File: config.mk
export PLATFORM = sky130hd
export DESIGN_NAME = abu_address_breakpoint_unit
export DESIGN_NICKNAME = d
export VERILOG_FILES = /design/src/abu_pkg.sv /design/src/abu_address_breakpoint_unit.sv
export VERILOG_INCLUDE_DIRS = /design/src
export SDC_FILE = /design/constraint.sdc
export NUM_CORES = 1
export LEC_CHECK = 0
export ABC_AREA = 1
export BUFFER_PORTS_ARGS = -buffer_cell sky130_fd_sc_hd__buf_2
export CAP_MARGIN = 10
export CORE_MARGIN = 1.5
export CORE_UTILIZATION = 48
export DETAILED_ROUTE_END_ITERATION = 12
export PLACE_DENSITY = 0.85
export SYNTH_ARGS = -nofsm -noshare
export SYNTH_HDL_FRONTEND = slang
export SYNTH_SLANG_ARGS = --single-unit
export TNS_END_PERCENT = 5
File: constraint.sdc
create_clock -name core_clk -period 2.15 [get_ports core_clk]
set_clock_uncertainty 0.1 [all_clocks]
set_input_delay 0.215 -clock core_clk [delete_from_list [all_inputs] [get_ports core_clk]]
set_output_delay 0.215 -clock core_clk [all_outputs]
set_load 0.02 [all_outputs]
File: src/abu_defines.svh
`ifndef ABU_DEFINES_SVH
`define ABU_DEFINES_SVH

// Register byte offsets on the Avalon-MM slave
`define ABU_OFF_CTRL_STATUS  5'h00
`define ABU_OFF_ADDR_HIGH    5'h04
`define ABU_OFF_ADDR_LOW     5'h08
`define ABU_OFF_AUXILIARY    5'h0c
`define ABU_OFF_FLAG_CTRL    5'h10
`define ABU_OFF_IRQ_STATUS   5'h14
`define ABU_OFF_IRQ_MASK     5'h18

// Field positions
`define ABU_BIT_ENABLE       7
`define ABU_BIT_ACTIVE       6
`define ABU_BIT_WDOG_OFF     0
`define ABU_BIT_FLAG_CLEAR   7
`define ABU_BIT_IRQ_TAKEN    0
`define ABU_BIT_IRQ_ENDED    1

// Reset values
`define ABU_RST_BYTE         8'h00
`define ABU_RST_IRQ          2'h0

// Break vectors, normal and monitor mode
`define ABU_VEC_NORMAL       16'hfffc
`define ABU_VEC_MONITOR      16'hfefc

// Bus answer latency in cycles after the request is first seen
`define ABU_BUS_LATENCY      1

`endif

File: src/abu_pkg.sv
package abu_pkg;

    // Program-address side of the CPU core, sampled on core_clk
    typedef struct packed {
        logic [15:0] addr;       // CPU generated program address
        logic        valid;      // Address advanced this cycle
        logic        opcode;     // Address is an opcode fetch
        logic        boundary;   // Next instruction about to begin
        logic        return_from_interrupt;        // Return from interrupt completed
    } abu_cpu_s;

    // Outputs toward the system integration unit and peers
    typedef struct packed {
        logic        breakpoint_request; // One-cycle break request
        logic [15:0] vector;             // Vector for the forced interrupt
        logic        in_break;           // Break state
        logic        status_clear_allow; // Module flags may be cleared
        logic        timer_hold;         // Timer counter must not advance
        logic        watchdog_disable;   // Watchdog off during break in monitor mode, if enabled
    } abu_siu_s;

    typedef enum logic [1:0] {
        ABU_ST_IDLE  = 2'b01,
        ABU_ST_BREAK = 2'b10
    } abu_state_e;

endpackage

File: src/abu_address_breakpoint_unit.sv
`timescale 1ns/1ps
`include "abu_defines.svh"

module abu_address_breakpoint_unit #(
    parameter logic [7:0] SWI_OPCODE = 8'h00    // Forced opcode value, arbitrary default
) (
    input  wire logic              core_clk,            // Bus clock, 250 MHz
    input  wire logic              rst_b,               // Synchronous reset, active low
    input  wire logic [4:0]        avs_address,         // Byte address
    input  wire logic              avs_read,            // Read request
    input  wire logic              avs_write,           // Write request
    input  wire logic [31:0]       avs_writedata,       // Write data
    input  wire logic [3:0]        avs_byteenable,      // Byte enables
    output logic [31:0]            avs_readdata,        // Read data, registered
    output logic                   avs_waitrequest,     // Stall
    input  wire abu_pkg::abu_cpu_s cpu_bus,             // CPU program address side
    input  wire logic              monitor_mode,        // Monitor mode latched
    input  wire logic              low_power,           // Wait or stop mode
    output abu_pkg::abu_siu_s      siu_out,             // Toward integration unit
    output logic [7:0]             software_interrupt_opcode, // Forced opcode
    output logic                   irq                  // Level interrupt
);

    logic [7:0]          break_address_high_reg;
    logic [7:0]          break_address_low_reg;
    logic                break_enable_reg;
    logic                break_active_reg;
    logic                watchdog_off_reg;
    logic                flag_clear_reg;
    logic [1:0]          irq_status_reg;
    logic [1:0]          irq_mask_reg;
    logic                armed_reg;
    logic                pending_reg;
    logic                request_reg;
    logic [15:0]         vector_reg;
    logic                ack_reg;
    logic [31:0]         readdata_reg;
    abu_pkg::abu_state_e state_reg;
    abu_pkg::abu_state_e state_next;

    logic                access;
    logic                wr_take;
    logic                rd_take;
    logic                addr_match;
    logic                opcode_hit;
    logic                fire;
    logic                sw_break;
    logic                rti_end;
    logic [1:0]          irq_set;

    function automatic logic hit(input logic [4:0] a, input logic [4:0] off);
        hit = (a == off);
    endfunction

    // Avalon slave: one wait cycle, answer on the second
    assign access          = avs_read | avs_write;
    assign avs_waitrequest = access & ~ack_reg;
    assign wr_take         = avs_write & ack_reg;
    assign rd_take         = avs_read & ack_reg;
    assign avs_readdata    = readdata_reg;

    always_ff @(posedge core_clk) begin
        if (!rst_b) begin
            ack_reg <= 1'b0;
        end else begin
            ack_reg <= access & ~ack_reg;
        end
    end

    always_ff @(posedge core_clk) begin
        if (!rst_b) begin
            readdata_reg <= 32'h0000_0000;
        end else if (avs_read && !ack_reg) begin
            readdata_reg <= 32'h0000_0000;
            if (hit(avs_address, `ABU_OFF_CTRL_STATUS)) begin
                readdata_reg[`ABU_BIT_ENABLE] <= break_enable_reg;
                readdata_reg[`ABU_BIT_ACTIVE] <= break_active_reg;
            end
            if (hit(avs_address, `ABU_OFF_ADDR_HIGH)) begin
                readdata_reg[7:0] <= break_address_high_reg;
            end
            if (hit(avs_address, `ABU_OFF_ADDR_LOW)) begin
                readdata_reg[7:0] <= break_address_low_reg;
            end
            if (hit(avs_address, `ABU_OFF_AUXILIARY)) begin
                readdata_reg[`ABU_BIT_WDOG_OFF] <= watchdog_off_reg;
            end
            if (hit(avs_address, `ABU_OFF_FLAG_CTRL)) begin
                readdata_reg[`ABU_BIT_FLAG_CLEAR] <= flag_clear_reg;
            end
            if (hit(avs_address, `ABU_OFF_IRQ_STATUS)) begin
                readdata_reg[1:0] <= irq_status_reg;
            end
            if (hit(avs_address, `ABU_OFF_IRQ_MASK)) begin
                readdata_reg[1:0] <= irq_mask_reg;
            end
        end
    end

    // Address registers; a write re-arms matching
    always_ff @(posedge core_clk) begin
        if (!rst_b) begin
            break_address_high_reg <= `ABU_RST_BYTE;
            break_address_low_reg  <= `ABU_RST_BYTE;
        end else if (wr_take && avs_byteenable[0]) begin
            if (hit(avs_address, `ABU_OFF_ADDR_HIGH)) begin
                break_address_high_reg <= avs_writedata[7:0];
            end
            if (hit(avs_address, `ABU_OFF_ADDR_LOW)) begin
                break_address_low_reg <= avs_writedata[7:0];
            end
        end
    end

    // Control bits
    always_ff @(posedge core_clk) begin
        if (!rst_b) begin
            break_enable_reg <= 1'b0;
            watchdog_off_reg <= 1'b0;
            flag_clear_reg   <= 1'b0;
            irq_mask_reg     <= `ABU_RST_IRQ;
        end else if (wr_take && avs_byteenable[0]) begin
            if (hit(avs_address, `ABU_OFF_CTRL_STATUS)) begin
                break_enable_reg <= avs_writedata[`ABU_BIT_ENABLE];
            end
            if (hit(avs_address, `ABU_OFF_AUXILIARY)) begin
                watchdog_off_reg <= avs_writedata[`ABU_BIT_WDOG_OFF];
            end
            if (hit(avs_address, `ABU_OFF_FLAG_CTRL)) begin
                flag_clear_reg <= avs_writedata[`ABU_BIT_FLAG_CLEAR];
            end
            if (hit(avs_address, `ABU_OFF_IRQ_MASK)) begin
                irq_mask_reg <= avs_writedata[1:0];
            end
        end
    end

    // Stalled program counter in wait or stop never matches
    assign addr_match = break_enable_reg & armed_reg & cpu_bus.valid & ~low_power
                      & (cpu_bus.addr == {break_address_high_reg, break_address_low_reg});
    assign sw_break   = wr_take & avs_byteenable[0] & hit(avs_address, `ABU_OFF_CTRL_STATUS)
                      & avs_writedata[`ABU_BIT_ACTIVE];
    assign opcode_hit = addr_match & cpu_bus.opcode;
    assign fire       = (state_reg == abu_pkg::ABU_ST_IDLE)
                      & (opcode_hit | (pending_reg & cpu_bus.boundary));
    assign rti_end    = (state_reg == abu_pkg::ABU_ST_BREAK) & cpu_bus.return_from_interrupt;

    // Active flag: a set in the clearing cycle wins
    always_ff @(posedge core_clk) begin
        if (!rst_b) begin
            break_active_reg <= 1'b0;
        end else if (addr_match || sw_break) begin
            break_active_reg <= 1'b1;
        end else if (wr_take && avs_byteenable[0] && hit(avs_address, `ABU_OFF_CTRL_STATUS)) begin
            break_active_reg <= 1'b0;
        end
    end

    // A taken break disarms the same address until software loads a new one
    always_ff @(posedge core_clk) begin
        if (!rst_b) begin
            armed_reg <= 1'b1;
        end else if (wr_take && avs_byteenable[0]
                     && (hit(avs_address, `ABU_OFF_ADDR_HIGH) || hit(avs_address, `ABU_OFF_ADDR_LOW))) begin
            armed_reg <= 1'b1;
        end else if (addr_match) begin
            armed_reg <= 1'b0;
        end
    end

    // Operand matches and software breaks wait for the instruction boundary
    always_ff @(posedge core_clk) begin
        if (!rst_b) begin
            pending_reg <= 1'b0;
        end else if (fire) begin
            pending_reg <= 1'b0;
        end else if ((addr_match && !cpu_bus.opcode) || sw_break) begin
            pending_reg <= 1'b1;
        end
    end

    always_comb begin
        state_next = state_reg;
        case (state_reg)
            abu_pkg::ABU_ST_IDLE: begin
                if (fire) begin
                    state_next = abu_pkg::ABU_ST_BREAK;
                end
            end
            abu_pkg::ABU_ST_BREAK: begin
                if (rti_end) begin
                    state_next = abu_pkg::ABU_ST_IDLE;
                end
            end
            default: begin
                state_next = abu_pkg::ABU_ST_IDLE;
            end
        endcase
    end

    always_ff @(posedge core_clk) begin
        if (!rst_b) begin
            state_reg <= abu_pkg::ABU_ST_IDLE;
        end else begin
            state_reg <= state_next;
        end
    end

    // Request and vector registered together so they arrive aligned
    always_ff @(posedge core_clk) begin
        if (!rst_b) begin
            request_reg <= 1'b0;
            vector_reg  <= `ABU_VEC_NORMAL;
        end else begin
            request_reg <= fire;
            vector_reg  <= monitor_mode ? `ABU_VEC_MONITOR : `ABU_VEC_NORMAL;
        end
    end

    assign software_interrupt_opcode   = SWI_OPCODE;
    assign siu_out.breakpoint_request  = request_reg;
    assign siu_out.vector              = vector_reg;
    assign siu_out.in_break            = (state_reg == abu_pkg::ABU_ST_BREAK);
    assign siu_out.status_clear_allow  = (state_reg != abu_pkg::ABU_ST_BREAK) | flag_clear_reg;
    assign siu_out.timer_hold          = (state_reg == abu_pkg::ABU_ST_BREAK);
    assign siu_out.watchdog_disable    = (state_reg == abu_pkg::ABU_ST_BREAK) & monitor_mode
                                       & watchdog_off_reg;

    // Sticky events; a read clears only the bits it returned, so a late event is never lost
    assign irq_set = {rti_end, fire};

    always_ff @(posedge core_clk) begin
        if (!rst_b) begin
            irq_status_reg <= `ABU_RST_IRQ;
        end else if (rd_take && hit(avs_address, `ABU_OFF_IRQ_STATUS)) begin
            irq_status_reg <= (irq_status_reg & ~readdata_reg[1:0]) | irq_set;
        end else begin
            irq_status_reg <= irq_status_reg | irq_set;
        end
    end

    assign irq = |(irq_status_reg & irq_mask_reg);

    // Checks
    chk_match_request: assert property (@(posedge core_clk) disable iff (!rst_b)
        (opcode_hit && state_reg == abu_pkg::ABU_ST_IDLE) |=> siu_out.breakpoint_request)
        else $error("opcode match without request");

    chk_vector_mode: assert property (@(posedge core_clk) disable iff (!rst_b)
        siu_out.breakpoint_request |-> siu_out.vector == ($past(monitor_mode) ? 16'hfefc : 16'hfffc))
        else $error("wrong break vector");

    chk_soft_break: assert property (@(posedge core_clk) disable iff (!rst_b)
        (sw_break && state_reg == abu_pkg::ABU_ST_IDLE) ##1 cpu_bus.boundary |=> siu_out.breakpoint_request)
        else $error("software break not taken at boundary");

    chk_operand_wait: assert property (@(posedge core_clk) disable iff (!rst_b)
        (pending_reg && !cpu_bus.boundary && !opcode_hit) |=> !siu_out.breakpoint_request)
        else $error("operand break before boundary");

    chk_rti_ends: assert property (@(posedge core_clk) disable iff (!rst_b)
        (siu_out.in_break && cpu_bus.return_from_interrupt) |=> !siu_out.in_break && !siu_out.timer_hold)
        else $error("break not ended by return");

    chk_no_rebreak: assert property (@(posedge core_clk) disable iff (!rst_b)
        (!armed_reg && !wr_take) |=> !pending_reg || $past(pending_reg) || $past(sw_break))
        else $error("disarmed address broke again");

    chk_flag_guard: assert property (@(posedge core_clk) disable iff (!rst_b)
        (siu_out.in_break && !flag_clear_reg) |-> !siu_out.status_clear_allow)
        else $error("flags clearable in break");

    chk_timer_hold: assert property (@(posedge core_clk) disable iff (!rst_b)
        siu_out.breakpoint_request |-> siu_out.timer_hold)
        else $error("timer not held in break");

    chk_watchdog_off: assert property (@(posedge core_clk) disable iff (!rst_b)
        (siu_out.in_break && monitor_mode && watchdog_off_reg) |-> siu_out.watchdog_disable)
        else $error("watchdog not disabled");

    chk_enable_gate: assert property (@(posedge core_clk) disable iff (!rst_b)
        !break_enable_reg |-> !addr_match)
        else $error("match while disabled");

    chk_active_set: assert property (@(posedge core_clk) disable iff (!rst_b)
        addr_match |=> break_active_reg)
        else $error("active bit not set on match");

    chk_low_power: assert property (@(posedge core_clk) disable iff (!rst_b)
        low_power |-> !addr_match)
        else $error("match in low power mode");

    chk_bus_answer: assert property (@(posedge core_clk) disable iff (!rst_b)
        $rose(access) |-> avs_waitrequest ##1 !avs_waitrequest)
        else $error("bus answer latency wrong");

    chk_request_pulse: assert property (@(posedge core_clk) disable iff (!rst_b)
        siu_out.breakpoint_request |=> !siu_out.breakpoint_request)
        else $error("break request longer than one cycle");

    chk_request_break: assert property (@(posedge core_clk) disable iff (!rst_b)
        siu_out.breakpoint_request |-> siu_out.in_break)
        else $error("request outside break state");

    chk_opcode_now: assert property (@(posedge core_clk) disable iff (!rst_b)
        (opcode_hit && state_reg == abu_pkg::ABU_ST_IDLE) |=> siu_out.in_break)
        else $error("opcode match did not stop the instruction");

    chk_operand_boundary: assert property (@(posedge core_clk) disable iff (!rst_b)
        (pending_reg && cpu_bus.boundary && state_reg == abu_pkg::ABU_ST_IDLE) |=> siu_out.breakpoint_request)
        else $error("pending break not taken at boundary");

    chk_sw_pending: assert property (@(posedge core_clk) disable iff (!rst_b)
        (sw_break && !fire) |=> pending_reg)
        else $error("software break not held for boundary");

    chk_sw_active: assert property (@(posedge core_clk) disable iff (!rst_b)
        sw_break |=> break_active_reg)
        else $error("software break did not set active bit");

    chk_active_clear: assert property (@(posedge core_clk) disable iff (!rst_b)
        (wr_take && avs_byteenable[0] && hit(avs_address, `ABU_OFF_CTRL_STATUS)
         && !avs_writedata[`ABU_BIT_ACTIVE] && !addr_match) |=> !break_active_reg)
        else $error("active bit not cleared by write of zero");

    chk_disarm_match: assert property (@(posedge core_clk) disable iff (!rst_b)
        (addr_match && !wr_take) |=> !armed_reg)
        else $error("match did not disarm the address");

    chk_flag_free: assert property (@(posedge core_clk) disable iff (!rst_b)
        !siu_out.in_break |-> siu_out.status_clear_allow)
        else $error("flags locked outside break");

    chk_wdog_normal: assert property (@(posedge core_clk) disable iff (!rst_b)
        !monitor_mode |-> !siu_out.watchdog_disable)
        else $error("watchdog disabled outside monitor mode");

    chk_enable_clear: assert property (@(posedge core_clk) disable iff (!rst_b)
        (wr_take && avs_byteenable[0] && hit(avs_address, `ABU_OFF_CTRL_STATUS)
         && !avs_writedata[`ABU_BIT_ENABLE]) |=> !break_enable_reg)
        else $error("enable bit not cleared by write of zero");

    chk_irq_sticky: assert property (@(posedge core_clk) disable iff (!rst_b)
        (irq_status_reg[`ABU_BIT_IRQ_TAKEN] && !rd_take) |=> irq_status_reg[`ABU_BIT_IRQ_TAKEN])
        else $error("break status bit dropped without a read");

    chk_irq_no_loss: assert property (@(posedge core_clk) disable iff (!rst_b)
        (avs_read && !ack_reg && hit(avs_address, `ABU_OFF_IRQ_STATUS) && fire
         && !irq_status_reg[`ABU_BIT_IRQ_TAKEN]) |=> ##1 irq_status_reg[`ABU_BIT_IRQ_TAKEN])
        else $error("break event lost by status read");

    cov_opcode_break: cover property (@(posedge core_clk) disable iff (!rst_b)
        opcode_hit ##1 siu_out.breakpoint_request ##[1:50] cpu_bus.return_from_interrupt);
    cov_soft_break: cover property (@(posedge core_clk) disable iff (!rst_b)
        sw_break ##[1:20] siu_out.breakpoint_request);
    cov_monitor_wdog: cover property (@(posedge core_clk) disable iff (!rst_b)
        siu_out.watchdog_disable);
    cov_operand_break: cover property (@(posedge core_clk) disable iff (!rst_b)
        (addr_match && !cpu_bus.opcode) ##[1:4] siu_out.breakpoint_request);
    cov_irq_read: cover property (@(posedge core_clk) disable iff (!rst_b)
        rd_take && hit(avs_address, `ABU_OFF_IRQ_STATUS) && irq);

endmodule

; ---- Word level (Yosys, flattened, before mapping)
; Index checks and enable logic that the tools add are counted.
[totals]
register_bits = 54
inputBits = 67
[op_classes]
eq_ne = 12
muxes = 14
bitwise = 27
n_reduce_logical = 23
[op_table]
columns = operator, n
row1 = 1-bit bitwise AND, 16
row2 = 16-bit == test, 1
row3 = 8-bit two-way mux, 2
row4 = "5-bit == test, second input constant", 3
row5 = 2-bit AND reduction, 7
row6 = 2-bit two-way mux, 6
row7 = "5-bit by 4-bit == test with 1-bit output, second input constant", 2
row8 = 9-bit two-way mux, 1
row9 = 1-bit logical AND, 6
row10 = 2-bit OR reduction, 3
row11 = "5-bit by 3-bit == test with 1-bit output, second input constant", 1
row12 = 5-bit logical NOT, 1
row13 = 2-bit bitwise AND, 2
row14 = 1-bit two-way mux, 4
row15 = "2-bit != test, second input constant", 2
row16 = 2-bit OR, 2
row17 = 2-bit case mux with 2 select lines, 1
row18 = 1-bit logical OR, 3
row19 = 1-bit NOT, 3
row20 = 1-bit OR, 3
row21 = "2-bit by 1-bit == test with 1-bit output, second input constant", 1
row22 = "2-bit == test, second input constant", 1
row23 = 1-bit logical NOT, 2
row24 = "2-bit by 1-bit != test with 1-bit output, second input constant", 1
row25 = other kinds (2), 2

; ---- Depth between registers and ports, before layout
[depth]
depth_word = 9
depth_mapped = 10
ltp_nobuf = 10

; ---- Least setup slack after synthesis
; OpenSTA, ideal clock, no wires.
[synth_timing]
kind = flip-flop to output port
from = reg state_reg[1]
to = out siu_out[2] (netlist name)
arrival_time_ps = 1185
required_time_ps = 1835
path_slack_ps = 650
path_stages_with_launch = 5
path_buffers = 0
path_cell_list = dfxtp_1 -> inv_1 -> nor2_1 -> inv_1 -> or2_2
[synth_rtl]
columns = element, line_no
row1 = start: declaration, abu_address_breakpoint_unit.sv:38  ; abu_pkg::abu_state_e state_reg;
row2 = start signal: assignment, abu_address_breakpoint_unit.sv:203  ; state_reg <= abu_pkg::ABU_ST_IDLE;
row3 = start signal: assignment, abu_address_breakpoint_unit.sv:205  ; state_reg <= state_next;
row4 = end: declaration, abu_address_breakpoint_unit.sv:19  ; output abu_pkg::abu_siu_s siu_out,

==> summary.md <==
| Metric | Value |
|---|---|
| Total wire length | `5.33 mm` |
| Signed area change from the synthesized netlist to the final layout | `10.7%` |
| Nature of the critical path endpoint | `primary output` |
| Area contributors post-synth | `sky130_fd_sc_hd__dfxtp_1, sky130_fd_sc_hd__buf_4, sky130_fd_sc_hd__nand2_1` |
| Total of flip-flops plus latches after synthesis | `39` |
| Critical Path Start Type | `flip-flop` |
| Fmax | `0.571 GHz` |
| Critical Setup Path Class | `reg2out` |
| Final Hold Viols | `0` |
| Cell taking the most area after synthesis | `sky130_fd_sc_hd__dfxtp_1` |
| Count of inserted antenna diode cells | `0` |
| Max FO, Critical Path | `4` |
| Slew HR | `0.619` |
| Post-synth EDFFs | `0` |
| Max stage delay cell, worst path | `sky130_fd_sc_hd__dfxtp_1` |
| Number of detailed-route iterations in the first pass | `5` |
| Most frequent cell after synthesis | `sky130_fd_sc_hd__nand2_1` |
| Final setup vio count | `0` |
| Post-detailed-route via-to-cell ratio | `4.75` |
| Worst vdd rail ir drop | `0.000400 V` |
| Cell area power density | `613 mW/mm2` |
| Die area | `0.00541 mm2` |
| Count of nets after finishing | `467` |
| Critical path's largest stage delay | `310 ps` |
| Sequence of cells on the critical path | `inv_1 -> nor2_1 -> inv_1 -> or2_2 -> buf_2` |
| Non-filler instance count after layout | `468` |
| Clock slew at reported path FFs | `80 ps` |
| CORE AREA | `0.00475 mm2` |
| Number of port buffers | `55` |
| Area post-placement | `0.00252 mm2` |
| Number of global-route vias before repair | `1932` |
| Residual antenna-violating net count after detailed routing | `0` |
| Antenna violations before repair | `0` |
| Leading post-synthesis cells by instance count | `sky130_fd_sc_hd__nand2_1, sky130_fd_sc_hd__buf_4, sky130_fd_sc_hd__nor2_1` |
| Min-Delay Path Class | `in2reg` |
| Syn_area_per_cell | `6.91 um2` |
| Via total after detailed routing | `2224` |
| Area taken by multi-input logic gates | `0.00120 mm2` |
| Later-pin clock latency in the skew report | `300 ps` |
| TritonCTS clock tree | `done` |
| Bufs and invs on worst path | `3` |
| Total congestion overflow after global routing | `0` |
| Run status | `finished clean` |
| Placement Rows | `25` |
| Worst Tran Pin Value | `572 ps` |
| Area occupied by registers | `781 um2` |
| Share of synthesized area occupied by flip-flops and latches | `0.327` |
| Leakage power of the design | `1.35 nW` |
| H-Tree Level Count | `2` |
| Number of clock sinks | `39` |
| Commonest register cell after synthesis | `sky130_fd_sc_hd__dfxtp_1` |
| Area share of the largest cell type after synthesis | `0.327` |
| Max-capacitance violation count | `0` |
| Count of fill cells added during filler insertion | `475` |
| 1st-iter DRT viols | `152` |
| CTS Buffer Depth | `2` |
| Netlist Area Pre-Place | `0.00239 mm2` |
| Post-layout instance area | `0.00265 mm2` |
| Initial standard-cell utilization of the core | `0.503` |
| Die height | `73.6 um` |
| YS warnings | `0` |
| Kind of cell adding the most delay to the critical path | `simple AND/OR/NAND/NOR gates` |
| WL per Instance | `11.4 um` |
| Count of unresolved DRC violations after routing | `0` |
| Global placer's final weighted congestion | `0.835` |
| Detailed placement HPWL | `4.05 mm` |
| Final period utilization | `0.814` |
| Gates resized, CTS repair | `0` |
| Total Power | `1.62 mW` |
| Root Driver | `sky130_fd_sc_hd__clkbuf_8` |
| Fraction of synthesis flops using an asynchronous set or reset pin | `0` |
| Die Width | `73.6 um` |
| IO Count | `130` |
| Cell type with the highest occurrence count on the critical path | `sky130_fd_sc_hd__inv_1` |
| Crit path time final | `1750 ps` |
| Overall global routing resource usage | `0.199` |
| Endpoint arrival time on the critical path | `1440 ps` |
| Unrepaired setup endpoints after global routing | `false` |
| Wire length of the first global-routing pass | `8.29 mm` |
| Gate count of the mapped netlist | `346` |
| Clock buffers created by TritonCTS | `5` |
| Share of layout cells above drive strength 1 | `0.202` |
| Placed cell count | `459` |
| Pin count of the biggest net entering global routing | `35` |
| Setup TNS | `0 ps` |
| WP data required | `1840 ps` |
| Total count of max-transition violations in the final report | `0` |
| Synth cell types | `31` |
per-stage QoR:
step,hold slack [ps],worst slack [ps],util
CTS,65.6,384,0.557
finish,63.0,399,0.557
floorplan,177,650,-
global placement,291,689,0.530
detailed placement,304,588,0.530
global route,79.5,270,0.557
per-layer routing:
layer / global-route usage / vias to the layer above / routed length [um]
met1: 0.240 / 983 / 2190
met2: 0.347 / 123 / 2560
met3: 0.0302 / 11 / 482
met5: 0 / - / 0
li1: - / 1107 / -
met4: 0.0844 / 0 / 93
area by class of cell:
| class | instances | area share |
|---|---|---|
| multi-input combinational | 251 | 0.453 |
| sequential | 39 | 0.295 |
| timing repair buffer | 57 | 0.111 |
| inverter | 46 | 0.0652 |
| tap | 67 | 0.0317 |
| clock buffer | 6 | 0.0312 |
| clock inverter | 2 | 0.0132 |
worst min-delay path, cell delays in order:
cell                     delay [ps]
sky130_fd_sc_hd__buf_2           80
sky130_fd_sc_hd__nor2_1          40
sky130_fd_sc_hd__nor2_1          80
cell families (layout without fill, tap and decap cells):
family,count (synthesis),in the layout,share of synthesized area
AND/OR/NAND/NOR,140,140,0.271
XOR/XNOR,5,5,0.0183
buffers and inverters,101,111,0.243
other,2,47,0.00314
flip-flops,39,39,0.327
AO/OA/AOI/OAI,59,59,0.139
timing repair:
action | 4_1_cts | 5_1_grt
endpoints found under the hold margin | 1 | 0
buffers inserted | 0 | 0
hold buffers | 1 | 0
layout by cell type (no fill, tap or decap), types with 7 or more instances in the layout:
master,instances
sky130_fd_sc_hd__nand2_1,63
sky130_fd_sc_hd__buf_2,55
sky130_fd_sc_hd__conb_1,47
sky130_fd_sc_hd__nor2_1,45
sky130_fd_sc_hd__inv_1,42
sky130_fd_sc_hd__dfxtp_1,39
sky130_fd_sc_hd__o21ai_0,26
sky130_fd_sc_hd__a21oi_1,19
sky130_fd_sc_hd__nand3_1,12
sky130_fd_sc_hd__nand4_1,7
path summary, 6_finish.rpt:
kind,from,end,slack (ps),depth (start not counted)
worst min register to register,armed_reg,armed_reg,390,2
worst max register to register,break_address_low_reg[6],irq_status_reg[0],550,10
worst min-delay path,avs_writedata[4],break_address_high_reg[4],60,3
worst max-delay path,state_reg[1],siu_out[2],400,5
power breakdown:
group          switching (mW)  internal [mW]  total (mW)  leakage [nW]
combinational           0.174         0.0659       0.240         0.977
sequential            0.00752          0.733       0.741         0.316
clock                   0.264          0.376       0.640        0.0612
total                   0.446           1.17        1.62          1.35
Power figures use the tool's default switching activity.
